### config.mk
export PLATFORM = sky130hd
export DESIGN_NAME = rlic_ctrl
export DESIGN_NICKNAME = d
export VERILOG_FILES = /design/src/rlic_pkg.sv /design/src/rlic_ctrl.sv /design/src/rlic_fifo.sv
export SDC_FILE = /design/constraint.sdc
export NUM_CORES = 1
export LEC_CHECK = 0
export BUFFER_PORTS_ARGS = -buffer_cell sky130_fd_sc_hd__buf_4
export CAP_MARGIN = 20
export CORE_UTILIZATION = 40
export CTS_CLUSTER_SIZE = 25
export DETAILED_ROUTE_END_ITERATION = 10
export PLACE_DENSITY_LB_ADDON = 0.12
export SLEW_MARGIN = 20
export SYNTH_ARGS = -nofsm -noshare
export SYNTH_HDL_FRONTEND = slang
export SYNTH_SLANG_ARGS = --single-unit
### constraint.sdc
create_clock -name clk_sys -period 20.2 [get_ports clk_sys]
set_input_delay 2.02 -clock clk_sys [delete_from_list [all_inputs] [get_ports clk_sys]]
set_output_delay 2.02 -clock clk_sys [all_outputs]
set_load 0.05 [all_outputs]
### src/rlic_pkg.sv
package rlic_pkg;
	// system clock and link clock divider
	localparam int CLK_MHZ      = 200;
	localparam int LINK_DIV     = 2;
	localparam int LINK_MHZ     = CLK_MHZ / LINK_DIV;
	// power-up stable time, counted in link cycles
	localparam int T_INIT_US    = 200;
	localparam int INIT_CYC     = T_INIT_US * LINK_MHZ;
	// average refresh spacing, longest time so it rounds down
	localparam int T_REFI_NS    = 488;
	localparam int REFI_CYC     = T_REFI_NS * LINK_MHZ / 1000;
	// link cycles after the dll is enabled before a read
	localparam int DLL_CYC      = 1024;
	localparam int INIT_NOPS    = 1024;
	localparam int DUMMY_MRS    = 2;
	localparam int NBANK        = 8;
	localparam int BA_W         = 3;
	localparam int ADDR_W       = 20;
	localparam int DQ_W         = 18;
	localparam int CNT_W        = 11;
	localparam int RC_W         = 4;
	localparam int WAIT_W       = 16;
	// row cycle time and mode set settle time in link cycles
	localparam int TRC_CYC      = 4;
	localparam int MRSC_CYC     = 6;
	localparam int RL_CYC       = 4;
	localparam int WL_CYC       = RL_CYC + 1;
	localparam int WR2RD_NOPS   = 2;
	localparam int MODE_DLL_BIT = 7;
	localparam int FIFO_DEPTH   = 16;
	// command pins {cs_n, we_n, ref_n}
	localparam logic [2:0] CMD_NOP = 3'h7;
	localparam logic [2:0] CMD_MRS = 3'h0;
	localparam logic [2:0] CMD_RD  = 3'h3;
	localparam logic [2:0] CMD_WR  = 3'h1;
	localparam logic [2:0] CMD_REF = 3'h2;
	typedef enum logic [4:0] {
		ST_POWER  = 5'h01,
		ST_MODE   = 5'h02,
		ST_SETTLE = 5'h04,
		ST_INIT   = 5'h08,
		ST_RUN    = 5'h10
	} rlic_state_t;
endpackage

### src/rlic_ctrl.sv
`timescale 1ns/1ps
module rlic_ctrl
	import rlic_pkg::*;
#(
	parameter int INIT_CYC_P = INIT_CYC
) (
	input  wire logic              clk_sys,
	input  wire logic              rst,
	input  wire logic [ADDR_W-1:0] mode_word,
	input  wire logic              dll_relock,
	input  wire logic              req_valid,
	output logic                   req_ready,
	input  wire logic              req_write,
	input  wire logic [BA_W-1:0]   req_bank,
	input  wire logic [ADDR_W-1:0] req_addr,
	input  wire logic              wd_valid,
	input  wire logic [DQ_W-1:0]   wd_data,
	output logic                   wd_ready,
	output logic                   ck,
	output logic                   ck_n,
	output logic                   dk,
	output logic                   dk_n,
	output logic                   cs_n,
	output logic                   we_n,
	output logic                   ref_n,
	output logic [BA_W-1:0]        ba,
	output logic [ADDR_W-1:0]      addr,
	output logic [DQ_W-1:0]        dq_out,
	output logic                   dq_oe,
	input  wire logic [DQ_W-1:0]   dq_in,
	output logic [DQ_W-1:0]        rd_data,
	output logic                   init_done
);
	localparam int WD_LAT = 2 * WL_CYC + 2;

	function automatic logic bank_free(input logic [RC_W-1:0] v);
		return (v == '0);
	endfunction

	rlic_state_t       state_q;
	rlic_state_t       state_d;
	logic              ck_q;
	logic              ck_n_q;
	logic              cs_n_q;
	logic              we_n_q;
	logic              ref_n_q;
	logic [BA_W-1:0]   ba_q;
	logic [ADDR_W-1:0] addr_q;
	logic [WAIT_W-1:0] wait_q;
	logic [1:0]        mrs_n_q;
	logic [3:0]        iref_q;
	logic [CNT_W-1:0]  nop_q;
	logic [CNT_W-1:0]  dll_q;
	logic [1:0]        gap_q;
	logic [RC_W-1:0]   rc_q [NBANK];
	logic [BA_W-1:0]   rbank_q;
	logic [7:0]        refi_q;
	logic [3:0]        owed_q;
	logic [1:0]        relock_q;
	logic              pend_q;
	logic              pend_wr_q;
	logic [BA_W-1:0]   pend_ba_q;
	logic [ADDR_W-1:0] pend_addr_q;
	logic              req_ready_q;
	logic [WL_CYC:0]   wpipe_q;
	logic              wb_q;
	logic [DQ_W-1:0]   dq_out_q;
	logic              dq_oe_q;
	logic [DQ_W-1:0]   dq_s1_q;
	logic [DQ_W-1:0]   dq_s2_q;
	logic              init_done_q;
	logic [WAIT_W-1:0] pwr_cnt_q;
	logic [2:0]        c_cmd;
	logic [BA_W-1:0]   c_ba;
	logic [ADDR_W-1:0] c_addr;
	logic              c_user;
	logic              c_dll_on;
	logic [DQ_W-1:0]   f_data;
	logic              f_valid;
	logic [4:0]        f_cnt;

	// decode of bank readiness, data supply and mode words
	wire              tick     = ck_q;
	wire [ADDR_W-1:0] dll_mask = ADDR_W'(1) << MODE_DLL_BIT;
	wire [ADDR_W-1:0] mode_on  = mode_word | dll_mask;
	wire [ADDR_W-1:0] mode_off = mode_word & ~dll_mask;
	wire [5:0] need = 6'(2 * $countones(wpipe_q)) + 6'd2 + {5'd0, wb_q};
	wire       wr_ok  = ({1'b0, f_cnt} >= need);
	wire       rd_ok  = (dll_q == '0) && (gap_q == '0);
	wire       ref_go = (owed_q != '0) && bank_free(rc_q[rbank_q]);
	wire       user_go = pend_q && bank_free(rc_q[pend_ba_q]) &&
	                     (pend_wr_q ? wr_ok : rd_ok);
	wire       accept = req_valid && req_ready_q;
	wire       pend_d = accept || (pend_q && !(tick && c_user));
	wire       pop = ((!tick && wpipe_q[WL_CYC]) || wb_q) && f_valid;
	wire [2:0] pin_cmd = {cs_n_q, we_n_q, ref_n_q};

	// registered outputs
	assign ck        = ck_q;
	assign ck_n      = ck_n_q;
	assign dk        = ck_q;
	assign dk_n      = ck_n_q;
	assign cs_n      = cs_n_q;
	assign we_n      = we_n_q;
	assign ref_n     = ref_n_q;
	assign ba        = ba_q;
	assign addr      = addr_q;
	assign dq_out    = dq_out_q;
	assign dq_oe     = dq_oe_q;
	assign rd_data   = dq_s2_q;
	assign req_ready = req_ready_q;
	assign init_done = init_done_q;

	// write data buffer; wd_ready stalls the source when full
	rlic_fifo #(.W(DQ_W), .D(FIFO_DEPTH)) u_wfifo (
		.clk_sys   (clk_sys),
		.rst       (rst),
		.in_valid  (wd_valid),
		.in_data   (wd_data),
		.in_ready  (wd_ready),
		.out_valid (f_valid),
		.out_data  (f_data),
		.out_ready (pop),
		.count     (f_cnt)
	);

	// command choice for the next link cycle
	always_comb begin
		state_d  = state_q;
		c_cmd    = CMD_NOP;
		c_ba     = '0;
		c_addr   = '0;
		c_user   = 1'b0;
		c_dll_on = 1'b0;
		case (state_q)
		ST_POWER: begin
			if (wait_q == '0)
				state_d = ST_MODE;
		end
		ST_MODE: begin
			c_cmd = CMD_MRS;
			if (mrs_n_q == 2'(DUMMY_MRS)) begin
				c_addr   = mode_on;
				c_dll_on = 1'b1;
				state_d  = ST_SETTLE;
			end
		end
		ST_SETTLE: begin
			if (wait_q == '0)
				state_d = ST_INIT;
		end
		ST_INIT: begin
			if (iref_q < 4'(NBANK)) begin
				c_cmd = CMD_REF;
				c_ba  = iref_q[BA_W-1:0];
			end else if (nop_q == CNT_W'(INIT_NOPS)) begin
				state_d = ST_RUN;
			end
		end
		ST_RUN: begin
			if (relock_q == 2'd1) begin
				c_cmd  = CMD_MRS;
				c_addr = mode_off;
			end else if (relock_q == 2'd2) begin
				if (wait_q == '0) begin
					c_cmd    = CMD_MRS;
					c_addr   = mode_on;
					c_dll_on = 1'b1;
				end
			end else if (ref_go) begin
				c_cmd = CMD_REF;
				c_ba  = rbank_q;
			end else if (user_go) begin
				c_cmd  = pend_wr_q ? CMD_WR : CMD_RD;
				c_ba   = pend_ba_q;
				c_addr = pend_addr_q;
				c_user = 1'b1;
			end
		end
		default: state_d = ST_POWER;
		endcase
	end

	// link clock divider, running from reset
	always_ff @(posedge clk_sys or posedge rst) begin
		if (rst) begin
			ck_q   <= 1'b0;
			ck_n_q <= 1'b1;
		end else begin
			ck_q   <= ~ck_q;
			ck_n_q <= ck_q;
		end
	end

	// command pins change as ck falls, stable at its rise
	always_ff @(posedge clk_sys or posedge rst) begin
		if (rst) begin
			{cs_n_q, we_n_q, ref_n_q} <= CMD_NOP;
			ba_q   <= '0;
			addr_q <= '0;
		end else if (tick) begin
			{cs_n_q, we_n_q, ref_n_q} <= c_cmd;
			ba_q   <= c_ba;
			addr_q <= c_addr;
		end
	end

	// sequencing state and initialization counters
	always_ff @(posedge clk_sys or posedge rst) begin
		if (rst) begin
			state_q <= ST_POWER;
			wait_q  <= WAIT_W'(INIT_CYC_P);
			mrs_n_q <= '0;
			iref_q  <= '0;
			nop_q   <= '0;
		end else if (tick) begin
			state_q <= state_d;
			if (c_dll_on || (relock_q == 2'd1))
				wait_q <= WAIT_W'(MRSC_CYC - 1);
			else if (wait_q != '0)
				wait_q <= wait_q - 1'b1;
			if (state_q == ST_MODE)
				mrs_n_q <= mrs_n_q + 1'b1;
			if (state_q == ST_INIT && c_cmd == CMD_REF)
				iref_q <= iref_q + 1'b1;
			if (state_q == ST_INIT && c_cmd == CMD_NOP &&
			    nop_q != CNT_W'(INIT_NOPS))
				nop_q <= nop_q + 1'b1;
		end
	end

	// per-bank row cycle counters
	always_ff @(posedge clk_sys or posedge rst) begin
		if (rst) begin
			for (int b = 0; b < NBANK; b++)
				rc_q[b] <= '0;
		end else if (tick) begin
			for (int b = 0; b < NBANK; b++) begin
				if (c_cmd != CMD_NOP && c_cmd != CMD_MRS &&
				    c_ba == BA_W'(b))
					rc_q[b] <= RC_W'(TRC_CYC - 1);
				else if (rc_q[b] != '0)
					rc_q[b] <= rc_q[b] - 1'b1;
			end
		end
	end

	// dll lock wait, write-to-read gap and relock phase
	always_ff @(posedge clk_sys or posedge rst) begin
		if (rst) begin
			dll_q    <= '0;
			gap_q    <= '0;
			relock_q <= '0;
		end else begin
			if (tick && c_dll_on)
				dll_q <= CNT_W'(DLL_CYC);
			else if (tick && dll_q != '0)
				dll_q <= dll_q - 1'b1;
			if (tick && c_cmd == CMD_WR)
				gap_q <= 2'(WR2RD_NOPS);
			else if (tick && gap_q != '0)
				gap_q <= gap_q - 1'b1;
			if (dll_relock && relock_q == 2'd0 && init_done_q)
				relock_q <= 2'd1;
			else if (tick && state_q == ST_RUN && relock_q == 2'd1)
				relock_q <= 2'd2;
			else if (tick && state_q == ST_RUN && c_dll_on)
				relock_q <= 2'd0;
		end
	end

	// periodic refresh, one bank at a time, round robin
	always_ff @(posedge clk_sys or posedge rst) begin
		if (rst) begin
			refi_q  <= '0;
			owed_q  <= '0;
			rbank_q <= '0;
		end else if (tick && state_q == ST_RUN) begin
			if (refi_q == 8'(REFI_CYC - 1))
				refi_q <= '0;
			else
				refi_q <= refi_q + 1'b1;
			owed_q <= owed_q + 4'(refi_q == 8'(REFI_CYC - 1))
			          - 4'(c_cmd == CMD_REF);
			if (c_cmd == CMD_REF)
				rbank_q <= rbank_q + 1'b1;
		end
	end

	// one pending user request, taken when ready is high
	always_ff @(posedge clk_sys or posedge rst) begin
		if (rst) begin
			pend_q      <= 1'b0;
			pend_wr_q   <= 1'b0;
			pend_ba_q   <= '0;
			pend_addr_q <= '0;
			req_ready_q <= 1'b0;
			init_done_q <= 1'b0;
		end else begin
			pend_q      <= pend_d;
			req_ready_q <= (state_q == ST_RUN) && !pend_d;
			init_done_q <= (state_q == ST_RUN);
			if (accept) begin
				pend_wr_q   <= req_write;
				pend_ba_q   <= req_bank;
				pend_addr_q <= req_addr;
			end
		end
	end

	// write burst of two words, write latency after the command
	always_ff @(posedge clk_sys or posedge rst) begin
		if (rst) begin
			wpipe_q  <= '0;
			wb_q     <= 1'b0;
			dq_out_q <= '0;
			dq_oe_q  <= 1'b0;
		end else begin
			if (tick)
				wpipe_q <= {wpipe_q[WL_CYC-1:0], c_cmd == CMD_WR};
			wb_q    <= !tick && wpipe_q[WL_CYC]; // first word as dk rises
			dq_oe_q <= pop;
			if (pop)
				dq_out_q <= f_data;
		end
	end

	// read data pins into the system clock domain
	always_ff @(posedge clk_sys or posedge rst) begin
		if (rst) begin
			dq_s1_q <= '0;
			dq_s2_q <= '0;
		end else begin
			dq_s1_q <= dq_in;
			dq_s2_q <= dq_s1_q;
		end
	end

	// link cycles since reset, held at INIT_CYC_P, watched by a_wait below
	always_ff @(posedge clk_sys or posedge rst) begin
		if (rst)
			pwr_cnt_q <= '0;
		else if (tick && pwr_cnt_q != WAIT_W'(INIT_CYC_P))
			pwr_cnt_q <= pwr_cnt_q + 1'b1;
	end

	property p_nop_power;
		@(posedge clk_sys) disable iff (rst)
		state_q == ST_POWER |-> pin_cmd == CMD_NOP;
	endproperty
	a_nop_power: assert property (p_nop_power)
		else $error("command pins not idle during power-up");

	property p_wait;
		@(posedge clk_sys) disable iff (rst)
		(tick && c_cmd == CMD_MRS) |-> pwr_cnt_q == WAIT_W'(INIT_CYC_P);
	endproperty
	a_wait: assert property (p_wait)
		else $error("mode set before stable time");

	property p_mrs_seq;
		@(posedge clk_sys) disable iff (rst)
		(tick && state_q == ST_MODE && mrs_n_q == 2'd0) |->
		c_cmd == CMD_MRS ##2 (tick && c_cmd == CMD_MRS && !c_dll_on)
		##2 (tick && c_cmd == CMD_MRS && c_dll_on);
	endproperty
	a_mrs_seq: assert property (p_mrs_seq)
		else $error("init mode sets not back to back");

	property p_settle;
		@(posedge clk_sys) disable iff (rst)
		(tick && state_q == ST_MODE && c_dll_on) |=>
		!(c_cmd == CMD_REF && tick) [*8] ##1
		!(c_cmd == CMD_REF && tick) [*3];
	endproperty
	a_settle: assert property (p_settle)
		else $error("refresh inside mode set settle time");

	property p_init_done;
		@(posedge clk_sys) disable iff (rst)
		(state_q == ST_RUN && $past(state_q) == ST_INIT) |->
		nop_q == CNT_W'(INIT_NOPS) && iref_q == 4'(NBANK);
	endproperty
	a_init_done: assert property (p_init_done)
		else $error("run entered before init refreshes and nops");

	property p_rc;
		@(posedge clk_sys) disable iff (rst)
		(tick && (c_cmd == CMD_RD || c_cmd == CMD_WR ||
		 c_cmd == CMD_REF)) |-> rc_q[c_ba] == '0;
	endproperty
	a_rc: assert property (p_rc)
		else $error("bank reused inside row cycle time");

	property p_wr_rd;
		@(posedge clk_sys) disable iff (rst)
		(tick && c_cmd == CMD_WR) |=> !(tick && c_cmd == CMD_RD) [*4];
	endproperty
	a_wr_rd: assert property (p_wr_rd)
		else $error("read too close after write");

	property p_dll;
		@(posedge clk_sys) disable iff (rst)
		(tick && c_cmd == CMD_RD) |-> dll_q == '0 && init_done_q;
	endproperty
	a_dll: assert property (p_dll)
		else $error("read before dll lock time");

	property p_ref_rate;
		@(posedge clk_sys) disable iff (rst)
		owed_q <= 4'd1;
	endproperty
	a_ref_rate: assert property (p_ref_rate)
		else $error("refresh falling behind");

	property p_wdata;
		@(posedge clk_sys) disable iff (rst)
		(tick && c_cmd == CMD_WR) |-> ##WD_LAT dq_oe_q ##1 dq_oe_q;
	endproperty
	a_wdata: assert property (p_wdata)
		else $error("write data not at write latency");

	property p_fifo;
		@(posedge clk_sys) disable iff (rst)
		(tick && c_cmd == CMD_WR) |-> f_cnt >= 5'd2;
	endproperty
	a_fifo: assert property (p_fifo)
		else $error("write issued without its data");
endmodule

### src/rlic_fifo.sv
`timescale 1ns/1ps
module rlic_fifo #(
	parameter int W = 18,
	parameter int D = 16
) (
	input  wire logic                     clk_sys,
	input  wire logic                     rst,
	input  wire logic                     in_valid,
	input  wire logic [W-1:0]             in_data,
	output logic                          in_ready,
	output logic                          out_valid,
	output logic [W-1:0]                  out_data,
	input  wire logic                     out_ready,
	output logic [$clog2(D):0]            count
);
	localparam int AW = $clog2(D);
	logic [W-1:0]  mem [D];
	logic [AW-1:0] wp_q;
	logic [AW-1:0] rp_q;
	logic [AW:0]   cnt_q;
	logic [AW:0]   cnt_d;
	logic          nfull_q;
	wire           push = in_valid && nfull_q;
	wire           pop  = out_ready && (cnt_q != '0);

	// handshake views of the pointers
	assign in_ready  = nfull_q;
	assign out_valid = (cnt_q != '0);
	assign out_data  = mem[rp_q];
	assign count     = cnt_q;
	assign cnt_d     = cnt_q + {{AW{1'b0}}, push} - {{AW{1'b0}}, pop};

	// storage has no reset
	always_ff @(posedge clk_sys) begin
		if (push)
			mem[wp_q] <= in_data;
	end

	// pointers, fill level and registered not-full
	always_ff @(posedge clk_sys or posedge rst) begin
		if (rst) begin
			wp_q    <= '0;
			rp_q    <= '0;
			cnt_q   <= '0;
			nfull_q <= 1'b1;
		end else begin
			wp_q    <= wp_q + AW'(push);
			rp_q    <= rp_q + AW'(pop);
			cnt_q   <= cnt_d;
			nfull_q <= (cnt_d != (AW+1)'(D));
		end
	end
endmodule

==> impl_metrics.ini <==
[detailed_routing]
avgViaCountPerCell = 5.352
drtIter0Drc = 775
drt_pass1_iterations = 5
detailroute.via_count = 12454
final_antenna_net_count = 0
drc = 0
wl_per_cell_um = 20.93
routed_wl_um = 48710

[yosys]
syn_inst = 1419
synth_area_um2 = 21760
synth_fp_nets = 1555
synth_seq_cells = 519
count_of_cell_types_in_the_netlist = 67
synth_seq_area_share_pct = 66.37
count_of_flip_flops_with_a_built_in_enable_after_synthesis = 288
ys.flop_type = sky130_fd_sc_hd__edfxtp_1
synth.avg_cell_area_um2 = 15.33
synth_warnings = 0
asyncSetResetFlopFracSynth_pct = 44.51

[clock_network]
cts.repair_timing.setup_buffer_count = 0
tritoncts_clock_tree = yes
tritoncts_num_sinks = 519
cts_inserted_buffers = 55
clk_latency_ns = 0.64
clockRootBuffer = sky130_fd_sc_hd__clkbuf_16
cts_repair_resize_count = 0
cts_hold_buf = 0
htree_levels = 2
clockBufferDepth = 3
clk_transition_reported_paths_ns = 0.06

[run_status]
status = complete, no violations

[pwr]
leakage_nw = 9.924
total_power_density_per_cell_area_nw_per_um2 = 95.73
worst_ir_drop_vdd_mv = 0.07492

[sta]
max_slew_violations = 0
fin_skew_ns = 0.03458
grt_setup_unrepaired = false
fin_ws_ns = 14.76
worstMarginPinSlew_ns = 1.040
setup_viol_count_final = 0
timing.setup.tns_ns = 0
finalHoldViolations = 0
maxSlewHeadroom_pct = 30.66
fmax_mhz = 183.7
finalCriticalPeriod_ns = 5.442
crit_share_post_route_pct = 26.94

[floorplan]
die_y_um = 235.2
core.rowCount = 85
initial_standard_cell_utilization_of_the_core_pct = 40.43
boundary_pin_count = 155
core-area_um2 = 53810
die-width_um = 235.2
fp.dieArea_um2 = 55340

[placement]
gp_congestion = 0.7644
pre_cts_ws_ns = 14.71
dp_hpwl_um = 28590
count_of_input_and_output_buffers = 153

[worst_setup_path]
critPathSlowestCell = sky130_fd_sc_hd__or4_4
max_stage_delay_ns = 0.62
critPathLaunchType = register
critical_path.endpoint_type = register
max_fanout_on_critical_path = 8
cp_data_required_time_ns = 20.69
critical-path-top-delay-family = adder cells
critPathArrivalTime_ns = 5.93
timing.critical_path.buf_inv = 3
timing_worst_setup_path_type = register to register
critical_path.cell_chain = inv_1 -> fa_1 -> fa_1 -> inv_1 -> ha_1 -> fa_1 -> ha_1 -> xnor2_1 -> ha_1 -> nand3_1 -> o2111a_1 -> or4_4 -> o41a_1 -> nand2_1 -> xnor2_1 -> ha_1 -> inv_1 -> fa_1 -> xnor2_1 -> nand2_1 -> o21ai_0

[final_layout]
finish.net_count = 1719
syn2layout_area_growth_pct = 17.77
nFillCells = 4680
footprint_of_the_multi_input_gates_um2 = 6947
final_layout_size_suffix_gt1_share_pct = 28.34
seq_area_um2 = 14450

[worst_hold_path]
hold_path_class = register to register

[grt]
grt_pass1_vias = 12852
antenna_found_initial = 3
grt.total_usage_pct = 18.05
grt_max_degree = 98
grt-ovfl-total = 0
global_route_wire_length_before_repair_um = 76750

[run]
timing.max_cap.violations = 0
[synth_stat cells, types with 20 or more instances]
cell | number | area [µm²]
sky130_fd_sc_hd__edfxtp_1 | 288 | 8648
sky130_fd_sc_hd__dfrtp_1 | 220 | 5505
sky130_fd_sc_hd__mux4_2 | 90 | 2027
sky130_fd_sc_hd__nor2_1 | 77 | 289.0
sky130_fd_sc_hd__nand2_1 | 72 | 270.3
sky130_fd_sc_hd__inv_1 | 59 | 221.5
sky130_fd_sc_hd__xnor2_1 | 50 | 437.9
sky130_fd_sc_hd__a21oi_1 | 49 | 245.2
sky130_fd_sc_hd__ha_1 | 46 | 575.6
sky130_fd_sc_hd__mux2_2 | 46 | 518.0
sky130_fd_sc_hd__clkbuf_1 | 44 | 165.2
sky130_fd_sc_hd__nor3_1 | 26 | 130.1
sky130_fd_sc_hd__o21ai_0 | 26 | 130.1
sky130_fd_sc_hd__a22oi_1 | 21 | 157.7
sky130_fd_sc_hd__a31oi_1 | 21 | 131.4
sky130_fd_sc_hd__nand3_1 | 21 | 105.1
sky130_fd_sc_hd__or2_2 | 20 | 125.1
sky130_fd_sc_hd__xor2_1 | 20 | 175.2
[cell usage in the layout, fill, tap and decap left out, types with 22 or more instances in the layout]
| cell | netlist | layout |
|---|---|---|
| sky130_fd_sc_hd__a21oi_1 | 49 | 49 |
| sky130_fd_sc_hd__buf_4 | 3 | 171 |
| sky130_fd_sc_hd__clkbuf_16 | 0 | 56 |
| sky130_fd_sc_hd__dfrtp_1 | 220 | 217 |
| sky130_fd_sc_hd__edfxtp_1 | 288 | 288 |
| sky130_fd_sc_hd__ha_1 | 46 | 46 |
| sky130_fd_sc_hd__inv_1 | 59 | 58 |
| sky130_fd_sc_hd__mux2_2 | 46 | 46 |
| sky130_fd_sc_hd__mux4_2 | 90 | 90 |
| sky130_fd_sc_hd__nand2_1 | 72 | 72 |
| sky130_fd_sc_hd__nor2_1 | 77 | 64 |
| sky130_fd_sc_hd__nor3_1 | 26 | 22 |
| sky130_fd_sc_hd__o21ai_0 | 26 | 25 |
| sky130_fd_sc_hd__xnor2_1 | 50 | 50 |
[per-layer routing]
| layer | GRT usage, % | part of all wire [%] | vias up |
|---|---|---|---|
| met2 | 29.77 | 49 | 178 |
| li1 | - | - | 5714 |
| met1 | 24.68 | 45 | 6488 |
| met3 | 3.436 | 3.9 | 70 |
| met4 | 4.496 | 1.9 | 4 |
| met5 | 0 | 0.053 | - |
[sequential cells by signal (all words and copies together), names as in the netlist, 4 cells and up]
register,count
u_wfifo.rp_q,4
wait_q,16
dq_s1_q,18
u_wfifo.wp_q,4
u_wfifo.count,5
wpipe_q,6
refi_q,8
u_wfifo.mem,288
dq_out,18
pend_addr_q,20
iref_q,4
addr,20
rd_data,18
dll_q,11
state_q,5
owed_q,4
nop_q,11
rc_q,32
[cells by family (layout without fill, tap and decap cells)]
| logic type | Yosys count | in the layout | share of synthesized area, % |
|---|---|---|---|
| AO/OA/AOI/OAI | 191 | 191 | 5.860 |
| AND/OR/NAND/NOR | 326 | 326 | 7.768 |
| XOR/XNOR | 70 | 70 | 2.818 |
| adder cells (fa/ha/maj) | 51 | 51 | 3.105 |
| flip-flops | 519 | 519 | 66.37 |
| buffers and inverters | 123 | 334 | 2.243 |
| other | 0 | 1 | 0 |
| multiplexers | 139 | 139 | 11.83 |
[power breakdown]
part / switching [mW] / total, mW / internal [mW]
logic: 0.135 / 0.203 / 0.0683
clock network: 0.432 / 1.02 / 0.590
registers: 0.0258 / 1.23 / 1.20
[worst paths after layout]
kind / startpoint / to / slack, ns / depth (start not counted)
hold / removal: dq_s1_q[10] / rd_data[10] / 0.35 / 0
hold reg to reg: dq_s1_q[10] / rd_data[10] / 0.35 / 0
setup reg to reg: wpipe_q[1] / owed_q[2] / 14.76 / 21
setup / recovery: wpipe_q[1] / owed_q[2] / 14.76 / 21
min in group asynchronous: rst / dq_out[17] / 1.52 / 2
max in group asynchronous: rst / pend_addr_q[17] / 16.39 / 4
[final cells by class]
class,instances,share of cell area [%]
clock inverter,23,0.9765
multi-input combinational,777,27.11
sequential,519,56.38
timing repair buffer,171,5.009
clock buffer,81,6.225
tap,696,3.398
inverter,59,0.8935
antenna,1,0.009765
[metrics by stage]
step	cells	total power, mW	instance area (µm²)	utilization (%)	hold slack [ns]
floorplan	1419	1.358	21760	-	0.3312
global placement	2222	1.452	23780	44.18	0.3313
detailed placement	2222	1.458	23780	44.19	0.3356
CTS	2326	2.489	25620	47.62	0.3499
global route	2327	2.552	25630	47.62	0.3618
finish	2327	2.453	25630	47.62	0.3466
Note: power is estimated with default switching activity, not from simulation.
